--- config.mk ---
export PLATFORM = sky130hd
export DESIGN_NAME = pto_core
export DESIGN_NICKNAME = d
export VERILOG_FILES = /design/src/pto_pkg.sv /design/src/pto_tick_if.sv /design/src/pto_core.sv /design/src/pto_tick_div.sv
export VERILOG_INCLUDE_DIRS = /design/src
export SDC_FILE = /design/constraint.sdc
export NUM_CORES = 1
export LEC_CHECK = 0
export ABC_AREA = 0
export BUFFER_PORTS_ARGS = -buffer_cell sky130_fd_sc_hd__buf_2
export CAP_MARGIN = 30
export CORE_MARGIN = 2
export CORE_UTILIZATION = 35
export CTS_BUF_LIST = sky130_fd_sc_hd__clkbuf_4 sky130_fd_sc_hd__clkbuf_8 sky130_fd_sc_hd__clkbuf_16
export CTS_CLUSTER_SIZE = 12
export DETAILED_ROUTE_END_ITERATION = 6
export PLACE_DENSITY = 0.55
export RECOVER_POWER = 50
export SYNTH_ARGS = -nofsm -noshare
export SYNTH_HDL_FRONTEND = slang
export SYNTH_SLANG_ARGS = --single-unit
--- constraint.sdc ---
create_clock -name core_clk -period 3.75 [get_ports core_clk]
set_input_delay 0.9375 -clock core_clk [delete_from_list [all_inputs] [get_ports core_clk]]
set_output_delay 0.9375 -clock core_clk [all_outputs]
set_load 0.05 [all_outputs]
--- src/pto_defines.svh ---
// constants for the pwm and pulse train output block
`ifndef PTO_DEFINES_SVH
`define PTO_DEFINES_SVH

`define PTO_REF_KHZ     9840
`define PTO_REF_DIV     8
`define PTO_CLK_KHZ     200000
`define PTO_ACC_STEP    (`PTO_REF_KHZ)
`define PTO_ACC_MOD     (`PTO_REF_DIV * `PTO_CLK_KHZ)
`define PTO_ACC_W       21
`define PTO_WORD_W      16
`define PTO_WORD_RST    16'h0000

`endif

--- src/pto_pkg.sv ---
// types for the pwm and pulse train output block
package pto_pkg;
    typedef enum logic [1:0] {
        PTO_MODE_PWM   = 2'b01,
        PTO_MODE_TRAIN = 2'b10
    } pto_mode_e;

    typedef enum logic [1:0] {
        PTO_TR_IDLE = 2'b01,
        PTO_TR_RUN  = 2'b10
    } pto_tr_state_e;
endpackage

--- src/pto_tick_if.sv ---
// reference tick carrier between divider and core
`timescale 1ns/1ps
interface pto_tick_if;
    logic tick;
    modport src (output tick);
    modport dst (input tick);
endinterface

--- src/pto_core.sv ---
// pwm and counted pulse train output generator
`timescale 1ns/1ps
`include "pto_defines.svh"
module pto_core
    import pto_pkg::*;
#(
    parameter int WORD_W = `PTO_WORD_W
) (
    input  wire logic              core_clk,
    input  wire logic              reset_n,
    input  wire logic              run_mode,
    input  wire logic              mode_sel_train,
    input  wire logic [WORD_W-1:0] pwm_period_word,
    input  wire logic [WORD_W-1:0] pwm_on_time_word,
    input  wire logic [WORD_W-1:0] train_rate_word,
    input  wire logic [WORD_W-1:0] train_pulse_count_word,
    input  wire logic              train_start_set,
    output logic                   train_start_bit,
    output logic                   train_done_flag,
    output logic                   pwm_out,
    output logic                   counted_pulse_output,
    output logic                   train_mode_active
);
    // true when a tick counter has reached its limit
    function automatic logic at_limit(input logic [WORD_W-1:0] cnt, input logic [WORD_W-1:0] lim);
        at_limit = (cnt == lim);
    endfunction

    pto_tick_if tk ();

    pto_tick_div u_div (
        .core_clk (core_clk),
        .reset_n  (reset_n),
        .tk       (tk)
    );

    logic        tick;
    assign tick = tk.tick;

    // mode selection and stop-to-run detection
    logic        run_q;
    logic        run_d;
    pto_mode_e   mode_q;
    pto_mode_e   mode_d;
    logic        run_rise;

    assign run_rise = run_mode & ~run_q;

    always_comb begin
        run_d  = run_mode;
        mode_d = mode_q;
        if (run_rise) begin
            mode_d = mode_sel_train ? PTO_MODE_TRAIN : PTO_MODE_PWM;
        end
    end

    always_ff @(posedge core_clk) begin
        if (!reset_n) begin
            run_q  <= 1'b0;
            mode_q <= PTO_MODE_PWM;
        end else begin
            run_q  <= run_d;
            mode_q <= mode_d;
        end
    end

    // pwm generator
    logic [WORD_W-1:0] pwm_cnt_q;
    logic [WORD_W-1:0] pwm_cnt_d;
    logic [WORD_W-1:0] pwm_per_q;
    logic [WORD_W-1:0] pwm_per_d;
    logic [WORD_W-1:0] pwm_on_q;
    logic [WORD_W-1:0] pwm_on_d;
    logic              pwm_out_q;
    logic              pwm_out_d;
    logic              pwm_en;

    assign pwm_en = (mode_q == PTO_MODE_PWM);

    always_comb begin
        pwm_cnt_d = pwm_cnt_q;
        pwm_per_d = pwm_per_q;
        pwm_on_d  = pwm_on_q;
        if (run_rise) begin
            pwm_cnt_d = '0;
            pwm_per_d = pwm_period_word;
            pwm_on_d  = pwm_on_time_word;
        end else if (tick) begin
            if (at_limit(pwm_cnt_q, pwm_per_q)) begin
                pwm_cnt_d = '0;
                pwm_per_d = pwm_period_word;
                pwm_on_d  = pwm_on_time_word;
            end else begin
                pwm_cnt_d = pwm_cnt_q + 1'b1;
            end
        end
        // unsigned compare keeps words above 32767 as long counts
        pwm_out_d = pwm_en && !run_rise && (pwm_cnt_d <= pwm_on_d);
    end

    always_ff @(posedge core_clk) begin
        if (!reset_n) begin
            pwm_cnt_q <= '0;
            pwm_per_q <= `PTO_WORD_RST;
            pwm_on_q  <= `PTO_WORD_RST;
            pwm_out_q <= 1'b0;
        end else begin
            pwm_cnt_q <= pwm_cnt_d;
            pwm_per_q <= pwm_per_d;
            pwm_on_q  <= pwm_on_d;
            pwm_out_q <= pwm_out_d;
        end
    end

    // pulse train generator
    pto_tr_state_e     tr_state_q;
    pto_tr_state_e     tr_state_d;
    logic [WORD_W-1:0] tr_div_q;
    logic [WORD_W-1:0] tr_div_d;
    logic [WORD_W-1:0] tr_rate_q;
    logic [WORD_W-1:0] tr_rate_d;
    logic [WORD_W-1:0] tr_left_q;
    logic [WORD_W-1:0] tr_left_d;
    logic              tr_level_q;
    logic              tr_level_d;
    logic              start_q;
    logic              start_d;
    logic              done_q;
    logic              done_d;
    logic              tr_finish;
    logic              tr_en;

    assign tr_en = (mode_q == PTO_MODE_TRAIN);

    always_comb begin
        tr_state_d = tr_state_q;
        tr_div_d   = tr_div_q;
        tr_rate_d  = tr_rate_q;
        tr_left_d  = tr_left_q;
        tr_level_d = tr_level_q;
        done_d     = done_q;
        tr_finish  = 1'b0;
        case (tr_state_q)
            PTO_TR_IDLE: begin
                tr_level_d = 1'b0;
                // rate word zero means no output
                if (tr_en && start_q && (train_rate_word != '0)) begin
                    done_d = 1'b0;
                    if (train_pulse_count_word == '0) begin
                        tr_finish = 1'b1;
                        done_d    = 1'b1;
                    end else begin
                        tr_state_d = PTO_TR_RUN;
                        tr_rate_d  = train_rate_word;
                        tr_left_d  = train_pulse_count_word;
                        tr_div_d   = '0;
                        tr_level_d = 1'b1;
                    end
                end
            end
            PTO_TR_RUN: begin
                // run_mode falling is ignored here, train carries on
                if (tick) begin
                    if (at_limit(tr_div_q, tr_rate_q)) begin
                        tr_div_d   = '0;
                        tr_level_d = ~tr_level_q;
                        if (tr_level_q) begin
                            tr_left_d = tr_left_q - 1'b1;
                            if (tr_left_q == WORD_W'(1)) begin
                                tr_state_d = PTO_TR_IDLE;
                                tr_finish  = 1'b1;
                                done_d     = 1'b1;
                            end
                        end
                    end else begin
                        tr_div_d = tr_div_q + 1'b1;
                    end
                end
            end
            default: begin
                tr_state_d = PTO_TR_IDLE;
                tr_level_d = 1'b0;
            end
        endcase
        if (run_rise) begin
            tr_state_d = PTO_TR_IDLE;
            tr_level_d = 1'b0;
            tr_finish  = 1'b1;
        end
        // a new start request wins over the hardware clear
        start_d = train_start_set | (start_q & ~tr_finish);
    end

    always_ff @(posedge core_clk) begin
        if (!reset_n) begin
            tr_state_q <= PTO_TR_IDLE;
            tr_div_q   <= '0;
            tr_rate_q  <= `PTO_WORD_RST;
            tr_left_q  <= '0;
            tr_level_q <= 1'b0;
            start_q    <= 1'b0;
            done_q     <= 1'b0;
        end else begin
            tr_state_q <= tr_state_d;
            tr_div_q   <= tr_div_d;
            tr_rate_q  <= tr_rate_d;
            tr_left_q  <= tr_left_d;
            tr_level_q <= tr_level_d;
            start_q    <= start_d;
            done_q     <= done_d;
        end
    end

    assign pwm_out              = pwm_out_q;
    assign counted_pulse_output = tr_level_q;
    assign train_start_bit      = start_q;
    assign train_done_flag      = done_q;
    assign train_mode_active    = mode_q[1];
endmodule

--- src/pto_tick_div.sv ---
// fractional divider giving one tick per reference/8 period
`timescale 1ns/1ps
`include "pto_defines.svh"
module pto_tick_div
    import pto_pkg::*;
(
    input  wire logic core_clk,
    input  wire logic reset_n,
    pto_tick_if.src   tk
);
    logic [`PTO_ACC_W-1:0] acc_q;
    logic [`PTO_ACC_W-1:0] acc_d;
    logic                  tick_q;
    logic                  tick_d;
    logic [`PTO_ACC_W:0]   sum;

    // exact rate: 9840 kHz / (8 * 200000 kHz) of core cycles
    always_comb begin
        sum = {1'b0, acc_q} + (`PTO_ACC_W+1)'(`PTO_ACC_STEP);
        if (sum >= (`PTO_ACC_W+1)'(`PTO_ACC_MOD)) begin
            acc_d  = `PTO_ACC_W'(sum - (`PTO_ACC_W+1)'(`PTO_ACC_MOD));
            tick_d = 1'b1;
        end else begin
            acc_d  = sum[`PTO_ACC_W-1:0];
            tick_d = 1'b0;
        end
    end

    always_ff @(posedge core_clk) begin
        if (!reset_n) begin
            acc_q  <= '0;
            tick_q <= 1'b0;
        end else begin
            acc_q  <= acc_d;
            tick_q <= tick_d;
        end
    end

    assign tk.tick = tick_q;
endmodule

==> impl_metrics.ini <==
[status]
status = finished clean

[clock_network]
cts_tree = done
cts_made_buffers = 17
ctsResizeCount = 0
cts_hold_buf = 0
cts_root_buf = clkbuf_16
clock_sinks = 123
clk_pin_slew_ns = 0.06
post-cts-setup-buffer-count = 0
htreeDepth = 4
clk_latency_ns = 0.41
clockBufferDepth = 2

[worst_setup_path]
crit_start = pwm_cnt_q[9]
cp_max_fo = 10
crit_path_max_incr_delay_ns = 0.51
arrival_ns = 3.59
slowest_stage = o31ai_4
reg2reg_from = pwm_cnt_q[9]
cp.depth = 13
cp.required_ns = 4.08
worst-path-buf-inv = 1
timing.rr.end = pwm_out
path_cells = xor2_1 > nor4_1 > nand4_1 > o31ai_4 > buf_4 > mux2i_1 > ha_1 > a21o_1 > a21oi_1 > nor2b_1 > o21ai_0 > o311ai_0 > o22ai_1
critPathCaptureType = flop
cp_top_family = compound AO/OA/AOI/OAI gates
r2r_cells = 13
r2r_slack_ns = 0.49
worstSetupEndpoint = pwm_out
criticalPathCategory = flop to flop
critPathLaunchType = flop

[floorplan]
start_util_pct = 35.4
die_w_um = 141
rows = 50
die-area_um2 = 19900
core_um2 = 18600
die_y_um = 141
top_level_ports = 74

[place]
placed_cell_area_um2 = 7220
place.gp.congestion = 0.794
io_buffers = 73
dp_hpwl_um = 11900

[timing]
rsz0062_at_grt = no
hold_viol = 0
setup_viol = 0
period_share_pct = 87.0
period_minus_slack_ns = 3.26
finClkSkew_ns = 0.00918
max_freq_mhz = 307
final.setup.tns_ns = 0
slew_headroom_pct = 19.7
tightest_slew_ns = 1.20
slew_violations = 0

[grt]
grt_overflow = 0
antenna_found_initial = 0
grt_pass1_wl_um = 26500
grt_max_degree = 58
track_usage_pct = 16.6
grt_pass1_vias = 5414

[yosys]
ys_ff_latch = 123
synthTopCellsByArea = dfxtp_1 37%, mux2i_1 7.6%, nor2_1 6.7%
synth_seq_area_share_pct = 37.4
synth.distinct_cells = 70
synth-edff-count = 0
synth_area_per_cell_um2 = 8.49
async_flop_share_pct = 0
netlist_instances = 775
synth.cell_area_um2 = 6580
syn_nets = 868
synth_warnings = 0
synth_ff_type = dfxtp_1
synth_top_cells_by_count = 123 x dfxtp_1, 117 x nor2_1, 50 x mux2i_1, 50 x nand2_1, 43 x a21oi_1
synth_top_cell_area_share_pct = 37.4
yosysTopAreaCell = dfxtp_1
yosysMostFrequentCell = dfxtp_1

[job]
maxCapViolCount = 0

[pwr]
p_leak_nw = 3.25
pwr-share-clk_pct = 45.7
p_int_mw = 2.71
vdd_drop_max_mv = 0.262
switching_share_pct = 26.8
p_comb_share_pct = 15.3
power.switching_uw = 992
p_seq_share_pct = 39.0
powerDensity_nw_per_um2 = 472

[final_layout]
fin_nets = 941
diodes = 0
drive_above_1_share_pct = 15.3
syn2layout_area_growth_pct = 18.9
fin_area_um2 = 7830

[drt]
dr.pass1.iters = 4
vias = 5549
totalWireLength_um = 16100
drtAntennaViolNets = 0
post_drt_wl_per_cell_um = 14.7
viasPerCell = 5.07
route.detailed.drc = 0
drt_iter0_drc = 239

[worst_hold_path]
hold_class = flop to flop
-- layout by cell type, fill, tap and decap left out, drive strengths merged, types with 10 or more instances in the layout --
| cell | count |
|---|---|
| nor4 | 17 |
| nor3 | 34 |
| clkbuf | 29 |
| ha | 24 |
| nand2 | 50 |
| nand3 | 24 |
| inv | 20 |
| or3 | 13 |
| a211oi | 10 |
| xnor2 | 33 |
| a21oi | 45 |
| o21ai | 26 |
| nand4 | 17 |
| xor2 | 40 |
| mux2i | 50 |
| dfxtp | 123 |
| nor2 | 118 |
| and3 | 10 |
| buf | 79 |
-- flip-flops by register name (all words and copies together), names as in the netlist, 2 cells and up --
register / flops
mode_q: 2
tr_state_q: 2
tr_rate_q: 16
tr_div_q: 16
pwm_per_q: 16
tr_left_q: 16
u_div.acc_q: 17
pwm_on_q: 16
pwm_cnt_q: 16
-- final cells by class --
| cell class | instances | area [um^2] |
|---|---|---|
| fillers | 1913 | 10800 |
| multi-input cells | 598 | 3920 |
| flip-flops and latches | 123 | 2460 |
| clock buffers | 21 | 474 |
| repair buffers | 87 | 457 |
| well taps | 234 | 293 |
| clock inverters | 11 | 143 |
| inverters | 21 | 78.8 |
-- layer usage --
| metal | up-vias | global-route usage [%] | wire [um] |
|---|---|---|---|
| li1 | 2904 | - | - |
| met1 | 2562 | 21.2 | 7850 |
| met3 | 4 | 4.14 | 570 |
| met5 | - | 0 | 0 |
| met4 | 0 | 4.53 | 80 |
| met2 | 79 | 27.9 | 7580 |
-- power groups by stage --
stage               Sequential [mW]  Combinational, mW  Clock [mW]
floorplan                      1.45              0.424           0
global placement               1.47              0.568           0
detailed placement             1.47              0.571           0
CTS                            1.44              0.574        1.73
global route                   1.45              0.634        1.79
finish                         1.44              0.567        1.69
-- tightest hold or removal path: stages (launching register included) --
cell and delay, ns:
dfxtp_1 0.31, o21ai_0 0.07, a21oi_1 0.06
-- stage by stage --
stage	hold slack, ns	setup WS [ns]	utilization (%)	instances	total power, mW
6_report	0.486	0.489	42.1	1095	3.70
3_3_place_gp	0.469	0.557	38.8	1062	2.04
5_1_grt	0.513	0.217	42.1	1095	3.88
2_1_floorplan	0.449	0.538	-	775	1.88
4_1_cts	0.489	0.510	42.2	1095	3.75
3_5_place_dp	0.481	0.524	38.9	1063	2.04
-- how the worst min path moves through the flow --
stage,startpoint,to,slack (ns),cells past startpoint
3_3_place_gp,tr_left_q[5],tr_left_q[5],0.47,2
2_1_floorplan,tr_left_q[5],tr_left_q[5],0.45,2
6_report,tr_left_q[8],tr_left_q[8],0.49,2
3_5_place_dp,tr_left_q[8],tr_left_q[8],0.48,2
5_1_grt,tr_left_q[5],tr_left_q[5],0.51,2
4_1_cts,tr_left_q[8],tr_left_q[8],0.49,2
-- logic make-up (layout without fill, tap and decap cells) --
logic type / count (synthesis) / in the layout / synth area share (%)
AO/OA/AOI/OAI: 134 / 134 / 13.9
XOR/XNOR: 73 / 73 / 9.72
adder cells (fa/ha/maj): 24 / 24 / 4.56
buffers and inverters: 54 / 140 / 3.23
flip-flops: 123 / 123 / 37.4
multiplexers: 54 / 54 / 8.29
AND/OR/NAND/NOR: 313 / 313 / 22.9
Power figures use the tool's default switching activity.
